==> src/hdl/wake_cfg_pkg.sv <==
package wake_cfg_pkg;

    // ----------------------------------------------------------------
    // Register map
    // ----------------------------------------------------------------
    localparam logic [6:0]  ADDR_WAKE_CTRL       = 7'h30;
    localparam logic [6:0]  ADDR_WAKE_BIT_TIMING = 7'h31;
    localparam logic [6:0]  ADDR_WAKE_IDENT_HIGH = 7'h32;
    localparam logic [6:0]  ADDR_WAKE_IDENT_LOW  = 7'h33;

    // ----------------------------------------------------------------
    // Field layout
    // ----------------------------------------------------------------
    localparam int          SAMPLE_MSB     = 15;
    localparam int          SAMPLE_LSB     = 10;
    localparam int          QPB_MSB        = 7;
    localparam int          QPB_LSB        = 0;
    localparam int          IDL_HI_MSB     = 15;
    localparam int          IDL_HI_LSB     = 8;
    localparam int          IDL_RSVD_BIT   = 7;
    localparam int          IDL_LO_MSB     = 6;
    localparam int          IDL_LO_LSB     = 2;
    localparam int          IDL_RTR_BIT    = 1;
    localparam int          IDL_IDE_BIT    = 0;
    localparam int          CTRL_VALID_BIT = 0;
    localparam int          STD_ID_LSB     = 18;

    // ----------------------------------------------------------------
    // Reset values
    // ----------------------------------------------------------------
    localparam logic [15:0] BIT_TIMING_RESET = 16'hcc96;
    localparam logic [15:0] IDENT_RESET      = 16'h0000;
    localparam logic [15:0] READ_ZERO        = 16'h0000;
    localparam logic [5:0]  SAMPLE_RESET     = BIT_TIMING_RESET[SAMPLE_MSB:SAMPLE_LSB];
    localparam logic [7:0]  QPB_RESET        = BIT_TIMING_RESET[QPB_MSB:QPB_LSB];

    // ----------------------------------------------------------------
    // Carriers
    // ----------------------------------------------------------------
    typedef struct packed {
        logic        wr;
        logic        rd;
        logic [6:0]  addr;
        logic [15:0] wdata;
    } reg_req_t;

    typedef struct packed {
        logic        valid;
        logic [28:0] ident;
        logic        rtr;
        logic        ide;
    } rx_frame_t;

    typedef struct packed {
        logic [5:0]  sample_point_fraction;
        logic [7:0]  quanta_per_bit;
        logic [28:0] ident;
        logic        rtr;
        logic        ide;
        logic        wake_config_valid;
        logic [15:0] rdata;
        logic        rvalid;
        logic        wake_frame_match;
    } cfg_state_t;

endpackage

==> src/hdl/can_wake_frame_id_config.sv <==
`timescale 1ns/1ns
module can_wake_frame_id_config
    import wake_cfg_pkg::*;
(
    // Clock and reset
    input  wire logic        core_clk,
    input  wire logic        rst_b,
    // Reset kinds besides power-on
    input  wire logic        soft_reset,
    input  wire logic        restart,
    // Register access from the serial interface decoder
    input  wire reg_req_t    req,
    output logic [15:0]      rdata,
    output logic             rvalid,
    // Frame checking
    input  wire logic        wake_event,
    input  wire logic [28:0] ident_compare_select,
    input  wire rx_frame_t   rx_frame,
    output logic             wake_frame_match,
    // Configuration to the bit sampler
    output logic [5:0]       sample_point_fraction,
    output logic [7:0]       quanta_per_bit,
    output logic             wake_config_valid
);

    cfg_state_t st_r;
    cfg_state_t st_nxt;
    logic       cfg_write;
    logic       id_hit;
    logic       rd_req;

    // ----------------------------------------------------------------
    // Read image of each register
    // ----------------------------------------------------------------
    function automatic logic [15:0] read_image(input cfg_state_t s, input logic [6:0] a);
        logic [15:0] v;
        v = READ_ZERO;
        if (a == ADDR_WAKE_BIT_TIMING)
        begin
            v[SAMPLE_MSB:SAMPLE_LSB] = s.sample_point_fraction;
            v[QPB_MSB:QPB_LSB] = s.quanta_per_bit;
        end
        else if (a == ADDR_WAKE_IDENT_HIGH)
        begin
            v = s.ident[28:13];
        end
        else if (a == ADDR_WAKE_IDENT_LOW)
        begin
            v[IDL_HI_MSB:IDL_HI_LSB] = s.ident[12:5];
            v[IDL_LO_MSB:IDL_LO_LSB] = s.ident[4:0];
            v[IDL_RTR_BIT]           = s.rtr;
            v[IDL_IDE_BIT]           = s.ide;
        end
        else if (a == ADDR_WAKE_CTRL)
        begin
            v[CTRL_VALID_BIT] = s.wake_config_valid;
        end
        return v;
    endfunction

    // ----------------------------------------------------------------
    // Frame comparison
    // ----------------------------------------------------------------
    // A standard frame carries only identifier bits 28..18, so the lower bits never take part.
    always_comb
    begin
        id_hit = 1'b1;
        for (int i = 0; i < 29; i++)
        begin
            if (ident_compare_select[i] && (st_r.ide || i >= STD_ID_LSB) &&
                (rx_frame.ident[i] != st_r.ident[i]))
            begin
                id_hit = 1'b0;
            end
        end
    end

    assign cfg_write = req.wr && (req.addr == ADDR_WAKE_BIT_TIMING || req.addr == ADDR_WAKE_IDENT_HIGH ||
                                  req.addr == ADDR_WAKE_IDENT_LOW);
    assign rd_req    = req.rd && !req.wr;

    // ----------------------------------------------------------------
    // Next state
    // ----------------------------------------------------------------
    always_comb
    begin
        st_nxt        = st_r;
        st_nxt.rvalid = rd_req;
        if (rd_req)
        begin
            st_nxt.rdata = read_image(st_r, req.addr);
        end
        st_nxt.wake_frame_match = rx_frame.valid && st_r.wake_config_valid && id_hit &&
                                  (rx_frame.rtr == st_r.rtr) && (rx_frame.ide == st_r.ide);
        if (soft_reset)
        begin
            st_nxt.sample_point_fraction = SAMPLE_RESET;
            st_nxt.quanta_per_bit        = QPB_RESET;
            st_nxt.ident                 = {IDENT_RESET, IDENT_RESET[12:0]};
            st_nxt.rtr                   = IDENT_RESET[IDL_RTR_BIT];
            st_nxt.ide                   = IDENT_RESET[IDL_IDE_BIT];
            st_nxt.wake_config_valid     = 1'b0;
            st_nxt.wake_frame_match      = 1'b0;
        end
        else if (restart)
        begin
            // Reserved bits are not stored, so they stay cleared; everything stored is kept except rvalid and wake_frame_match, which clear.
            st_nxt = st_r;
            st_nxt.rvalid = 1'b0;
            st_nxt.wake_frame_match = 1'b0;
        end
        else
        begin
            if (req.wr && req.addr == ADDR_WAKE_BIT_TIMING)
            begin
                st_nxt.sample_point_fraction = req.wdata[SAMPLE_MSB:SAMPLE_LSB];
                st_nxt.quanta_per_bit        = req.wdata[QPB_MSB:QPB_LSB];
            end
            else if (req.wr && req.addr == ADDR_WAKE_IDENT_HIGH)
            begin
                st_nxt.ident[28:13] = req.wdata;
            end
            else if (req.wr && req.addr == ADDR_WAKE_IDENT_LOW)
            begin
                st_nxt.ident[12:5] = req.wdata[IDL_HI_MSB:IDL_HI_LSB];
                st_nxt.ident[4:0]  = req.wdata[IDL_LO_MSB:IDL_LO_LSB];
                st_nxt.rtr         = req.wdata[IDL_RTR_BIT];
                st_nxt.ide         = req.wdata[IDL_IDE_BIT];
            end
            // The controller's own set wins over a clear in the same cycle, so a fresh
            // validation is never lost to a coincident wake.
            if (wake_event || cfg_write)
            begin
                st_nxt.wake_config_valid = 1'b0;
            end
            if (req.wr && req.addr == ADDR_WAKE_CTRL)
            begin
                st_nxt.wake_config_valid = req.wdata[CTRL_VALID_BIT] || (st_r.wake_config_valid &&
                                           !wake_event);
            end
        end
    end

    // ----------------------------------------------------------------
    // State register
    // ----------------------------------------------------------------
    always_ff @(posedge core_clk or negedge rst_b)
    begin
        if (!rst_b)
        begin
            st_r                       <= '0;
            st_r.sample_point_fraction <= SAMPLE_RESET;
            st_r.quanta_per_bit        <= QPB_RESET;
        end
        else
        begin
            st_r <= st_nxt;
        end
    end

    assign rdata                 = st_r.rdata;
    assign rvalid                = st_r.rvalid;
    assign wake_frame_match      = st_r.wake_frame_match;
    assign sample_point_fraction = st_r.sample_point_fraction;
    assign quanta_per_bit        = st_r.quanta_per_bit;
    assign wake_config_valid     = st_r.wake_config_valid;
endmodule // can_wake_frame_id_config

==> config.mk <==
export PLATFORM = sky130hd
export DESIGN_NAME = can_wake_frame_id_config
export DESIGN_NICKNAME = d
export VERILOG_FILES = /design/src/hdl/wake_cfg_pkg.sv /design/src/hdl/can_wake_frame_id_config.sv
export SDC_FILE = /design/constraint.sdc
export NUM_CORES = 1
export LEC_CHECK = 0
export BUFFER_PORTS_ARGS = -buffer_cell sky130_fd_sc_hd__buf_4
export CAP_MARGIN = 10
export CELL_PAD_IN_SITES_DETAIL_PLACEMENT = 1
export CELL_PAD_IN_SITES_GLOBAL_PLACEMENT = 1
export CORE_ASPECT_RATIO = 0.9
export CORE_MARGIN = 1
export CORE_UTILIZATION = 35
export DETAILED_ROUTE_END_ITERATION = 8
export PLACE_DENSITY = 0.86
export SYNTH_ARGS = -nofsm -noshare
export SYNTH_HDL_FRONTEND = slang
export SYNTH_SLANG_ARGS = --single-unit
==> constraint.sdc <==
create_clock -name core_clk -period 1.96 [get_ports core_clk]
set_clock_uncertainty 0.15 [all_clocks]
set_input_delay 0.098 -clock core_clk [delete_from_list [all_inputs] [get_ports core_clk]]
set_output_delay 0.098 -clock core_clk [all_outputs]
set_load 0.02 [all_outputs]
==> Flow_metrics.wiki, run 1 <==
{| class="wikitable"
! Metric !! Value
|-
| Register area share after synthesis || 0.450
|-
| Most common cell after layout, fill and taps aside || buf_4
|-
| Total I/O pin count || 124
|-
| Proportion of synthesized flip-flops having asynchronous set or reset || 1.00
|-
| Clk root buf || clkbuf_16
|-
| Shortest clock period the worst path allows after layout || 1880 ps
|-
| Part of the total power dissipated in sequential elements || 0.365
|-
| First-pass GRT wire length || between 20 and 25 mm
|-
| Standby leakage power || 2.36 nW
|-
| Achievable frequency || 0.532 GHz
|-
| Clock input transition at the sequential cells of the worst setup and hold paths || 50 ps
|-
| Share of power burned in combinational logic || 0.139
|-
| Pin count of the biggest net entering global routing || 65
|-
| Max-Slew Margin vs Limit || 0.437
|-
| Main area contributors after synthesis || dfrtp_1, nand2_1, xor2_1, buf_4, dfstp_2
|-
| Number of warning messages in the yosys log || 0
|-
| Outcome || finished with violations
|-
| Core Rows || 34
|-
| HPWL reported at the end of detailed placement || approximately 8.8 mm
|-
| Detailed Routing Iterations Pass 1 || 6
|-
| Net count after synthesis || 479
|-
| Number of instances in the synthesized netlist || about 390
|-
| Switching share of power || 0.234
|-
| Fraction of power consumed by the clock network || 0.497
|-
| Fillcell total || approximately 1100
|-
| Switching power of the nets || 0.893 mW
|-
| Kind of critical path || primary input to flop
|-
| Final slew viol count || 0
|-
| Average detailed-routed wire length per instance || 20.2 um
|-
| Int Power || approximately 2.9 mW
|-
| CTS H-Tree Depth || 3
|-
| Die outline area || 10600 um^2
|-
| Total number of vias || 3431
|-
| Yosys cell types || 36
|-
| Number of nets in the layout || 602
|-
| Most common flop cell mapped by yosys || dfrtp_1
|-
| # Max-Cap Violations || 0
|-
| Starting utilization of the core area || 0.366
|-
| Sink Count || 64
|-
| Count of buffers inserted at the top-level ports || around 120
|-
| Post-synthesis instance area || 3580 um^2
|-
| TritonCTS buffer count || 9
|-
| Remaining global-route overflow || 0
|-
| Critical-path maximum fanout || 14
|-
| TritonCTS clock tree || done
|-
| Skew-Pair Late Insertion Delay || 330 ps
|-
| Avg Vias per Cell || 5.34
|-
| Category of the worst setup path capture point || flop
|-
| Top library cells by usage in the layout, fill and taps aside || buf_4, nand2_1, dfrtp_1
|-
| Failing checks || negative hold slack
|-
| Mean post-synth cell area || 9.23 um^2
|-
| Placer Congestion || between 0.8 and 0.9
|-
| Die X || about 110 um
|-
| Worst EP required || ~2000 ps
|-
| Kind of launch point of the worst setup path || primary input
|-
| Hold Slack || -17.7 ps
|-
| Finish-stage setup viols || 0
|-
| Final WL || 13.0 mm
|-
| Number of antenna violations at the first check in global routing || 0
|-
| Overall die height || 98.0 um
|-
| Arrival time reported for the critical path endpoint || 1930 ps
|-
| Core footprint || 9780 um^2
|-
| Number of register bits inferred by synthesis || 64
|-
| Synth-to-layout area growth || 42.1%
|-
| Ratio of cells with drive above 1 in the final layout || 0.357
|-
| N_diodes || 0
|-
| Global router's overall resource usage || 0.252
|-
| RSZ-0062 raised after global routing || no
|-
| Fin util || 0.520
|-
| Path category of the worst min-delay check || primary input to flop
|-
| Share of the cycle needed by the critical path after routing || 0.959
|-
| Maximum vdd drop || 0.396 mV
|-
| Pin slew with the least headroom to its limit || 845 ps
|-
| DRC || 0
|-
| Area share of the largest cell type after synthesis || 0.391
|-
| Vias in the first global route || 3603
|-
| Post-DRT Antenna Nets || 0
|-
| Power density relative to cell area || 748 nW/um^2
|-
| Library cell with the largest summed area after synthesis || dfrtp_1
|-
| Number of flops mapped to enable cells by yosys || 0
|-
| Setup tns final || 0 ps
|-
| DRC marker count from the first detailed-route iteration || 224
|-
| Hold violation total from the final report || 1
|-
| Number of buffers on the longest clock path || 2
|}
[layout make-up]
cell class | instances | area, um^2 | share of cell area
inverter | 4 | 15.0 | 0.00295
tap | 126 | 158 | 0.0310
sequential | 64 | 1610 | 0.317
clock inverter | 6 | 116 | 0.0229
clock buffer | 10 | 239 | 0.0470
timing repair buffer | 165 | 1330 | 0.261
multi-input combinational | 267 | 1620 | 0.319
[path summary, 6_finish.rpt]
path,slack [ps],end,cells past startpoint,from
setup reg to reg,130,wake_frame_match,5,st_r[22]
setup / recovery,80,quanta_per_bit[5],6,restart
hold reg to reg,370,sample_point_fraction[5],2,sample_point_fraction[5]
max in group asynchronous,840,rdata[1],2,rst_b
hold / removal,-20,wake_frame_match,4,ident_compare_select[25]
min in group asynchronous,240,st_r[34],2,rst_b
[metal layers]
metal | vias to the layer above | global-route usage | share of wire
li1 | 1555 | - | -
met1 | 1708 | 0.339 | 0.44
met2 | 145 | 0.405 | 0.48
met3 | 23 | 0.0414 | 0.060
met4 | 0 | 0.0936 | 0.016
met5 | - | 0 | 0
[synthesized netlist by cell type (2+ instances only)]
| cell type | number |
|---|---|
| inv_1 | 4 |
| o22ai_1 | 2 |
| dfstp_2 | 8 |
| a21oi_1 | 39 |
| nand4_1 | 3 |
| and3_1 | 4 |
| a22o_1 | 16 |
| dfrtp_1 | 56 |
| nand3_1 | 5 |
| nand3b_1 | 9 |
| nand2_2 | 10 |
| a21oi_2 | 10 |
| nor2_1 | 15 |
| a221oi_1 | 3 |
| and4bb_1 | 2 |
| nand2_1 | 84 |
| buf_4 | 33 |
| clkbuf_1 | 13 |
| xor2_1 | 30 |
| buf_2 | 6 |
| a22oi_1 | 21 |
[registers in the layout, indices dropped and copies added, names as in the netlist]
register / flops
wake_frame_match: 1
rvalid: 1
st_r: 31
wake_config_valid: 1
sample_point_fraction: 6
quanta_per_bit: 8
rdata: 16
[critical path, cell delays in order]
cell and delay [ps]:
dlygate4sd3_1 560, buf_4 150, nor2b_1 430, nand2_1 420, nand2_1 180, a21oi_1 80
[stage by stage]
stage               hold slack (ps)  area [um^2]  std cells  power (mW)  worst slack (ps)
floorplan                      -348         3580        388        1.64               368
global placement               88.2         4420        596        1.87              98.2
detailed placement              102         4420        596        1.89              88.7
CTS                            2.53         5040        639        3.82              45.8
global route                   1.31         5090        642        3.94              12.9
finish                        -17.7         5090        642        3.81              80.4
[power groups by stage]
| stage | Combinational [mW] | Clock, mW | Sequential (mW) |
|---|---|---|---|
| after global routing | 0.568 | 1.97 | 1.40 |
| final | 0.529 | 1.89 | 1.39 |
| after detailed placement | 0.473 | 0 | 1.41 |
| after global placement | 0.459 | 0 | 1.41 |
| after CTS | 0.519 | 1.91 | 1.39 |
| after floorplan | 0.233 | 0 | 1.41 |
[logic make-up after synthesis]
kind of cell	Yosys count	synth area share
buf+inv	57	0.101
flops	64	0.450
xor+xnor	31	0.0758
mux	1	0.00629
compound gates	97	0.186
simple gates	138	0.181
[repair_timing]
item                                   CTS  global route
setup endpoints to repair                0             1
hold buffers                            27             3
endpoints found under the hold margin  103             1
setup buffers                            0             0
gates resized for setup                  0             3
(Power assumes the default switching activity.)
==> inputs of run 2 (changes only) <==
- CAP_MARGIN: 10 -> unset
- CTS_CLUSTER_SIZE: unset -> 16
- clock period: 1.96 -> 2.25 ns (I/O delays scaled with it)
==> run 2 against run 1 <==
Wire length fell by 9.3%. Power fell by 24%. Critical path type is now flop to flop. First-iteration DRC count fell by 13%. Clock power fell by 34%. Hold slack improved by 52 ps. Core utilization fell by 2.7 points. Worst setup slack improved by 42 ps. The run now ends clean. Final area fell by 5.2%.
==> Flow_metrics.wiki, run 2 (synthesis gave the netlist of run 1 again) <==
{| class="wikitable"
! Metric !! Value
|-
| Placer Congestion || 0.825 (was 0.840)
|-
| Overall die height || 98.0 um (unchanged)
|-
| Ratio of cells with drive above 1 in the final layout || 0.347 (was 0.357)
|-
| Total number of vias || 3260 (was 3431)
|-
| Flop-to-flop setup slack || 120 ps (was 130 ps)
|-
| Number of nets in the layout || 587 (was 602)
|-
| Achievable frequency || 0.470 GHz
|-
| Sink Count || 64 (unchanged)
|-
| Global router's overall resource usage || 0.237 (was 0.252)
|-
| Standby leakage power || 2.24 nW (was 2.36 nW)
|-
| Clock input transition at the sequential cells of the worst setup and hold paths || 50 ps (about the same)
|-
| Fin util || 0.493 (was 0.520)
|-
| Kind of launch point of the worst setup path || flop (was primary input)
|-
| Power density relative to cell area || 599 nW/um^2 (was 748 nW/um^2)
|-
| Final WL || 11.8 mm (was 13.0 mm)
|-
| Quantity of hold-fixing buffers added after cts || 17 (was 27)
|-
| TritonCTS buffer count || 9 (unchanged)
|-
| Arrival time reported for the critical path endpoint || 2140 ps (was 1930 ps)
|-
| Number of setup buffers added after CTS || 0 (unchanged)
|-
| Number of buffers on the longest clock path || 2 (unchanged)
|-
| Crit path buf inv count || 0 (was 2)
|-
| Top reg by flops || st_r (unchanged)
|-
| Flip-flop count of the largest register, all copies and words added || 31 (unchanged)
|-
| First-pass GRT wire length || 19.1 mm (was 20.1 mm)
|-
| Maximum vdd drop || 0.291 mV (was 0.396 mV)
|-
| Delay of the slowest cell on the worst path || 510 ps (was 560 ps)
|-
| R2r worst-path depth || 5 (unchanged)
|-
| Most common cell after layout, fill and taps aside || buf_4 (unchanged)
|-
| Setup tns final || 0 ps (unchanged)
|-
| Core footprint || 9780 um^2 (unchanged)
|-
| Detailed Routing Iterations Pass 1 || 4 (was 6)
|-
| Number of antenna violations at the first check in global routing || 0 (unchanged)
|-
| Critical path endpoint || wake_frame_match (was quanta_per_bit[5])
|-
| Critical-path maximum fanout || 3 (was 14)
|-
| Finish-stage setup viols || 0 (unchanged)
|-
| Category of the worst setup path capture point || flop (unchanged)
|-
| Core Rows || 34 (unchanged)
|-
| Remaining global-route overflow || 0 (unchanged)
|-
| Pin count of the biggest net entering global routing || 65 (unchanged)
|-
| Pin slew with the least headroom to its limit || 826 ps (was 845 ps)
|-
| Path category of the worst min-delay check || primary input to flop (unchanged)
|-
| Hold violation total from the final report || 0 (was 1)
|-
| Fillcell total || 1148 (was 1126)
|-
| Slowest-stage cell, CP || a211oi_1 (was dlygate4sd3_1)
|-
| Share of the cycle needed by the critical path after routing || 0.946
|-
| DRC || 0 (unchanged)
|-
| Die X || 109 um (unchanged)
|-
| Startpoint of the worst register-to-register path || st_r[22] (unchanged)
|-
| Skew-Pair Late Insertion Delay || 330 ps (about the same)
|-
| Final slew viol count || 0 (unchanged)
|-
| Post-DRT Antenna Nets || 0 (unchanged)
|-
| # Max-Cap Violations || 0 (unchanged)
|-
| Die outline area || 10600 um^2 (unchanged)
|-
| Critical path startpoint || st_r[22] (was restart)
|-
| RSZ-0062 raised after global routing || no (unchanged)
|-
| Kind of critical path || flop to flop (was primary input to flop)
|-
| Outcome || finished, final reports clean (was finished with violations)
|-
| Worst EP required || 2270 ps (was 2010 ps)
|-
| Starting utilization of the core area || 0.366 (unchanged)
|-
| Avg Vias per Cell || 5.20 (was 5.34)
|-
| DRC marker count from the first detailed-route iteration || 195 (was 224)
|-
| Vias in the first global route || 3541 (was 3603)
|-
| Total I/O pin count || 124 (unchanged)
|-
| Worst path cell trace || xor2_1 > a22o_1 > a221oi_1 > nand4_1 > a211oi_1 (was dlygate4sd3_1 > buf_4 > nor2b_1 > nand2_1 > nand2_1 > a21oi_1)
|-
| R2R Path End || wake_frame_match (unchanged)
|-
| Synth-to-layout area growth || 34.7% (was 42.1%)
|-
| Stages on worst setup path || 5 (was 6)
|-
| Average detailed-routed wire length per instance || 18.8 um (was 20.2 um)
|-
| Top library cells by usage in the layout, fill and taps aside || buf_4, nand2_1, dfrtp_1 (unchanged)
|-
| HPWL reported at the end of detailed placement || 8.50 mm (was 8.84 mm)
|-
| Clk root buf || clkbuf_16 (unchanged)
|-
| Max-Slew Margin vs Limit || 0.449 (was 0.437)
|-
| TritonCTS clock tree || done (unchanged)
|-
| CTS H-Tree Depth || 3 (unchanged)
|-
| N_diodes || 0 (unchanged)
|-
| Top cell family by delay on the critical path || compound AO/OA/AOI/OAI gates (was simple AND/OR/NAND/NOR gates)
|-
| # resized after CTS || 0 (unchanged)
|-
| Count of buffers inserted at the top-level ports || 123 (unchanged)
|-
| Shortest clock period the worst path allows after layout || 2130 ps
|}
## run 2: through the flow
stage	hold WS (ps)	cell area [um^2]	worst slack [ps]	instances	power [mW]
5_1_grt	40.4	4820	87.3	627	2.99
6_report	34.7	4820	122	627	2.89
2_1_floorplan	-333	3580	643	388	1.43
3_3_place_gp	100	4390	249	594	1.63
4_1_cts	17.8	4820	167	627	2.92
3_5_place_dp	112	4390	156	594	1.64
## run 2: worst min-delay path by stage
stage	from	end	slack (ps)	cells past startpoint
6_report	req[18]	rdata[0]	30	4
5_1_grt	ident_compare_select[21]	wake_frame_match	40	4
4_1_cts	req[18]	rdata[0]	20	4
3_5_place_dp	rst_b	st_r[34]	110	1
3_3_place_gp	rst_b	st_r[34]	100	1
2_1_floorplan	rst_b	quanta_per_bit[0]	-330	0
## run 2: cell type report
class | instances | area, um^2 | area share
clock buffer | 15 | 258 | 0.0534
clock inverter | 1 | 5.00 | 0.00104
inverter | 4 | 15.0 | 0.00311
multi-input combinational | 267 | 1610 | 0.333
sequential | 64 | 1610 | 0.334
tap | 126 | 158 | 0.0327
timing repair buffer | 150 | 1170 | 0.242
## run 2: per-layer routing
metal | routed length (um) | GRT usage | share of wire | up-vias
met1 | 5210 | 0.324 | 0.44 | 1597
met3 | 784 | 0.0494 | 0.067 | 10
li1 | - | - | - | 1522
met2 | 5670 | 0.374 | 0.48 | 131
met5 | 0 | 0 | 0 | -
met4 | 109 | 0.0759 | 0.0093 | 0
## run 2: where the power goes
part	switching [mW]	internal, mW	total (mW)	leakage (nW)
registers	0.0238	1.19	1.21	0.840
clock network	0.473	0.775	1.25	0.128
logic	0.212	0.216	0.429	1.28
total	0.709	2.18	2.89	2.24
## run 2: worst register-to-register path, stage by stage, from the launching register on
cell and delay, ps:
dfrtp_1 430, xor2_1 210, a22o_1 250, a221oi_1 240
nand4_1 170, a211oi_1 510
==> inputs of run 3 (changes only) <==
- HOLD_SLACK_MARGIN: unset -> 0.05
==> run 3 against run 2 <==
Clock power hardly changed. Sequential cell count unchanged. Sequential share of layout area shrank 0.68 points. Final cell count increased by 1.6%. Via count up 3.0%. Core utilization is 1.0 points higher. Power is 0.66% higher. Non-clock buffer count rose by 10. Largest cell class unchanged.
==> Flow_metrics.wiki, run 3 (synthesis gave the netlist of run 1 again) <==
{| class="wikitable"
! Metric !! Value
|-
| Finish-stage setup viols || 0 (unchanged)
|-
| Switching power of the nets || 0.716 mW (was 0.709 mW)
|-
| Ratio of cells with drive above 1 in the final layout || 0.341 (was 0.347)
|-
| Top cell family by delay on the critical path || compound AO/OA/AOI/OAI gates (unchanged)
|-
| Overall die height || 98.0 um (unchanged)
|-
| Slack of the critical path || 54.3 ps (was 122 ps)
|-
| Kind of launch point of the worst setup path || flop (unchanged)
|-
| Most common cell after layout, fill and taps aside || buf_4 (unchanged)
|-
| Maximum vdd drop || 0.291 mV (about the same)
|-
| Remaining global-route overflow || 0 (unchanged)
|-
| Count of buffers inserted at the top-level ports || 123 (unchanged)
|-
| Share of power burned in combinational logic || 0.154 (was 0.148)
|-
| Shortest clock period the worst path allows after layout || 2200 ps (was 2130 ps)
|-
| Switching share of power || 0.246 (was 0.245)
|-
| Delay of the slowest cell on the worst path || 580 ps (was 510 ps)
|-
| Pin count of the biggest net entering global routing || 65 (unchanged)
|-
| Final slew viol count || 0 (unchanged)
|-
| Hold violation total from the final report || 0 (unchanged)
|-
| Share of the cycle needed by the critical path after routing || 0.976 (was 0.946)
|-
| Number of buffers on the longest clock path || 2 (unchanged)
|-
| HPWL reported at the end of detailed placement || 8.50 mm (unchanged)
|-
| Worst EP required || 2260 ps (was 2270 ps)
|-
| Average detailed-routed wire length per instance || 19.3 um (was 18.8 um)
|-
| Outcome || finished, final reports clean (unchanged)
|-
| Max-Slew Margin vs Limit || 0.437 (was 0.449)
|-
| Setup tns final || 0 ps (unchanged)
|-
| Total I/O pin count || 124 (unchanged)
|-
| Achievable frequency || 0.455 GHz (was 0.470 GHz)
|-
| Synth-to-layout area growth || 37.5% (was 34.7%)
|-
| DRC marker count from the first detailed-route iteration || 177 (was 195)
|-
| Top reg by flops || st_r (unchanged)
|-
| Core Rows || 34 (unchanged)
|-
| Int Power || 2.19 mW (was 2.18 mW)
|-
| Clock input transition at the sequential cells of the worst setup and hold paths || 50 ps (about the same)
|-
| Total number of vias || 3358 (was 3260)
|-
| TritonCTS clock tree || done (unchanged)
|-
| # Max-Cap Violations || 0 (unchanged)
|-
| TritonCTS buffer count || 9 (unchanged)
|-
| Hold Slack || 61.4 ps (was 34.7 ps)
|-
| Global router's overall resource usage || 0.245 (was 0.237)
|-
| Number of placed instances with taps included || 594 (unchanged)
|-
| Clk root buf || clkbuf_16 (unchanged)
|-
| Skew-Pair Late Insertion Delay || 330 ps (about the same)
|-
| Path category of the worst min-delay check || primary input to flop (unchanged)
|-
| Kind of critical path || flop to flop (unchanged)
|-
| Arrival time reported for the critical path endpoint || 2210 ps (was 2140 ps)
|-
| Power density relative to cell area || 591 nW/um^2 (was 599 nW/um^2)
|-
| Crit path buf inv count || 1 (was 0)
|-
| Critical-path maximum fanout || 3 (unchanged)
|-
| Fraction of power consumed by the clock network || 0.429 (was 0.432)
|-
| Number of standard cells in the final layout excluding fillers || 637 (was 627)
|-
| Final WL || 12.3 mm (was 11.8 mm)
|-
| Avg Vias per Cell || 5.27 (was 5.20)
|-
| Flip-flop count of the largest register, all copies and words added || 31 (unchanged)
|-
| Post-DRT Antenna Nets || 0 (unchanged)
|-
| Die X || 109 um (unchanged)
|-
| Vias in the first global route || 3602 (was 3541)
|-
| Placer Congestion || 0.825 (unchanged)
|-
| # resized after CTS || 0 (unchanged)
|-
| N_diodes || 0 (unchanged)
|-
| Part of the total power dissipated in sequential elements || 0.417 (was 0.420)
|-
| First-pass GRT wire length || 19.7 mm (was 19.1 mm)
|-
| DRC || 0 (unchanged)
|-
| Top library cells by usage in the layout, fill and taps aside || buf_4, nand2_1, dfrtp_1 (unchanged)
|-
| Detailed Routing Iterations Pass 1 || 4 (unchanged)
|-
| Worst slack after detailed placement || 156 ps (unchanged)
|-
| RSZ-0062 raised after global routing || no (unchanged)
|-
| Category of the worst setup path capture point || flop (unchanged)
|-
| Die outline area || 10600 um^2 (unchanged)
|-
| Sink Count || 64 (unchanged)
|-
| Core footprint || 9780 um^2 (unchanged)
|-
| Pin slew with the least headroom to its limit || 845 ps (was 826 ps)
|-
| Number of nets in the layout || 597 (was 587)
|-
| Standby leakage power || 2.28 nW (was 2.24 nW)
|-
| Worst path cell trace || xor2_1 > a22oi_1 > dlygate4sd3_1 > nand3_1 > a211oi_1 (was xor2_1 > a22o_1 > a221oi_1 > nand4_1 > a211oi_1)
|-
| Number of antenna violations at the first check in global routing || 0 (unchanged)
|-
| Slowest-stage cell, CP || dlygate4sd3_1 (was a211oi_1)
|-
| CTS H-Tree Depth || 3 (unchanged)
|-
| Fin util || 0.503 (was 0.493)
|-
| Starting utilization of the core area || 0.366 (unchanged)
|}
-- run 3: changes by cell type in the layout (fill, tap and decap cells not counted) --
cell	before	now
dlygate4sd3_1	17	27
-- run 3: per-layer routing --
layer | GRT usage | part of all wire
met5 | 0 | 0
met4 | 0.0832 | 0.019
met3 | 0.0541 | 0.079
met2 | 0.388 | 0.47
met1 | 0.331 | 0.43
-- run 3: power by group through the flow --
stage          clock network (mW)  logic [mW]  registers, mW
6_report                     1.25       0.447           1.21
5_1_grt                      1.31       0.479           1.22
4_1_cts                      1.27       0.446           1.21
3_5_place_dp                    0       0.406           1.23
3_3_place_gp                    0       0.395           1.23
2_1_floorplan                   0       0.203           1.22
-- run 3: final timing paths --
| check | from | endpoint | slack [ps] | cells past startpoint |
|---|---|---|---|---|
| max reg2reg | st_r[45] | wake_frame_match | 50 | 5 |
| max in group asynchronous | rst_b | quanta_per_bit[3] | 1100 | 2 |
| max | st_r[45] | wake_frame_match | 50 | 5 |
| min in group asynchronous | rst_b | st_r[22] | 270 | 2 |
| min | wake_event | wake_config_valid | 60 | 3 |
| min reg2reg | quanta_per_bit[4] | quanta_per_bit[4] | 350 | 2 |
-- run 3: metrics by stage --
step / power [mW] / cell area (um^2)
global placement: 1.63 / 4390
detailed placement: 1.64 / 4390
floorplan: 1.43 / 3580
CTS: 2.93 / 4920
global route: 3.01 / 4920
finish: 2.91 / 4920
-- run 3: layout make-up --
class,instances,area (um^2)
fillers,1138,4860
flip-flops and latches,64,1610
multi-input cells,267,1610
repair buffers,160,1270
clock buffers,15,258
well taps,126,158
inverters,4,15.0
clock inverters,1,5.00
-- run 3: tightest hold or removal path, delay by kind of cell --
family	cells	cell delay (ps)
AO/OA/AOI/OAI	2	300
buffers and inverters	1	90
-- run 3: what timing repair did --
action | CTS | global route
buffers inserted | 0 | 0
endpoints found under the hold margin | 105 | 0
hold buffers | 27 | 0
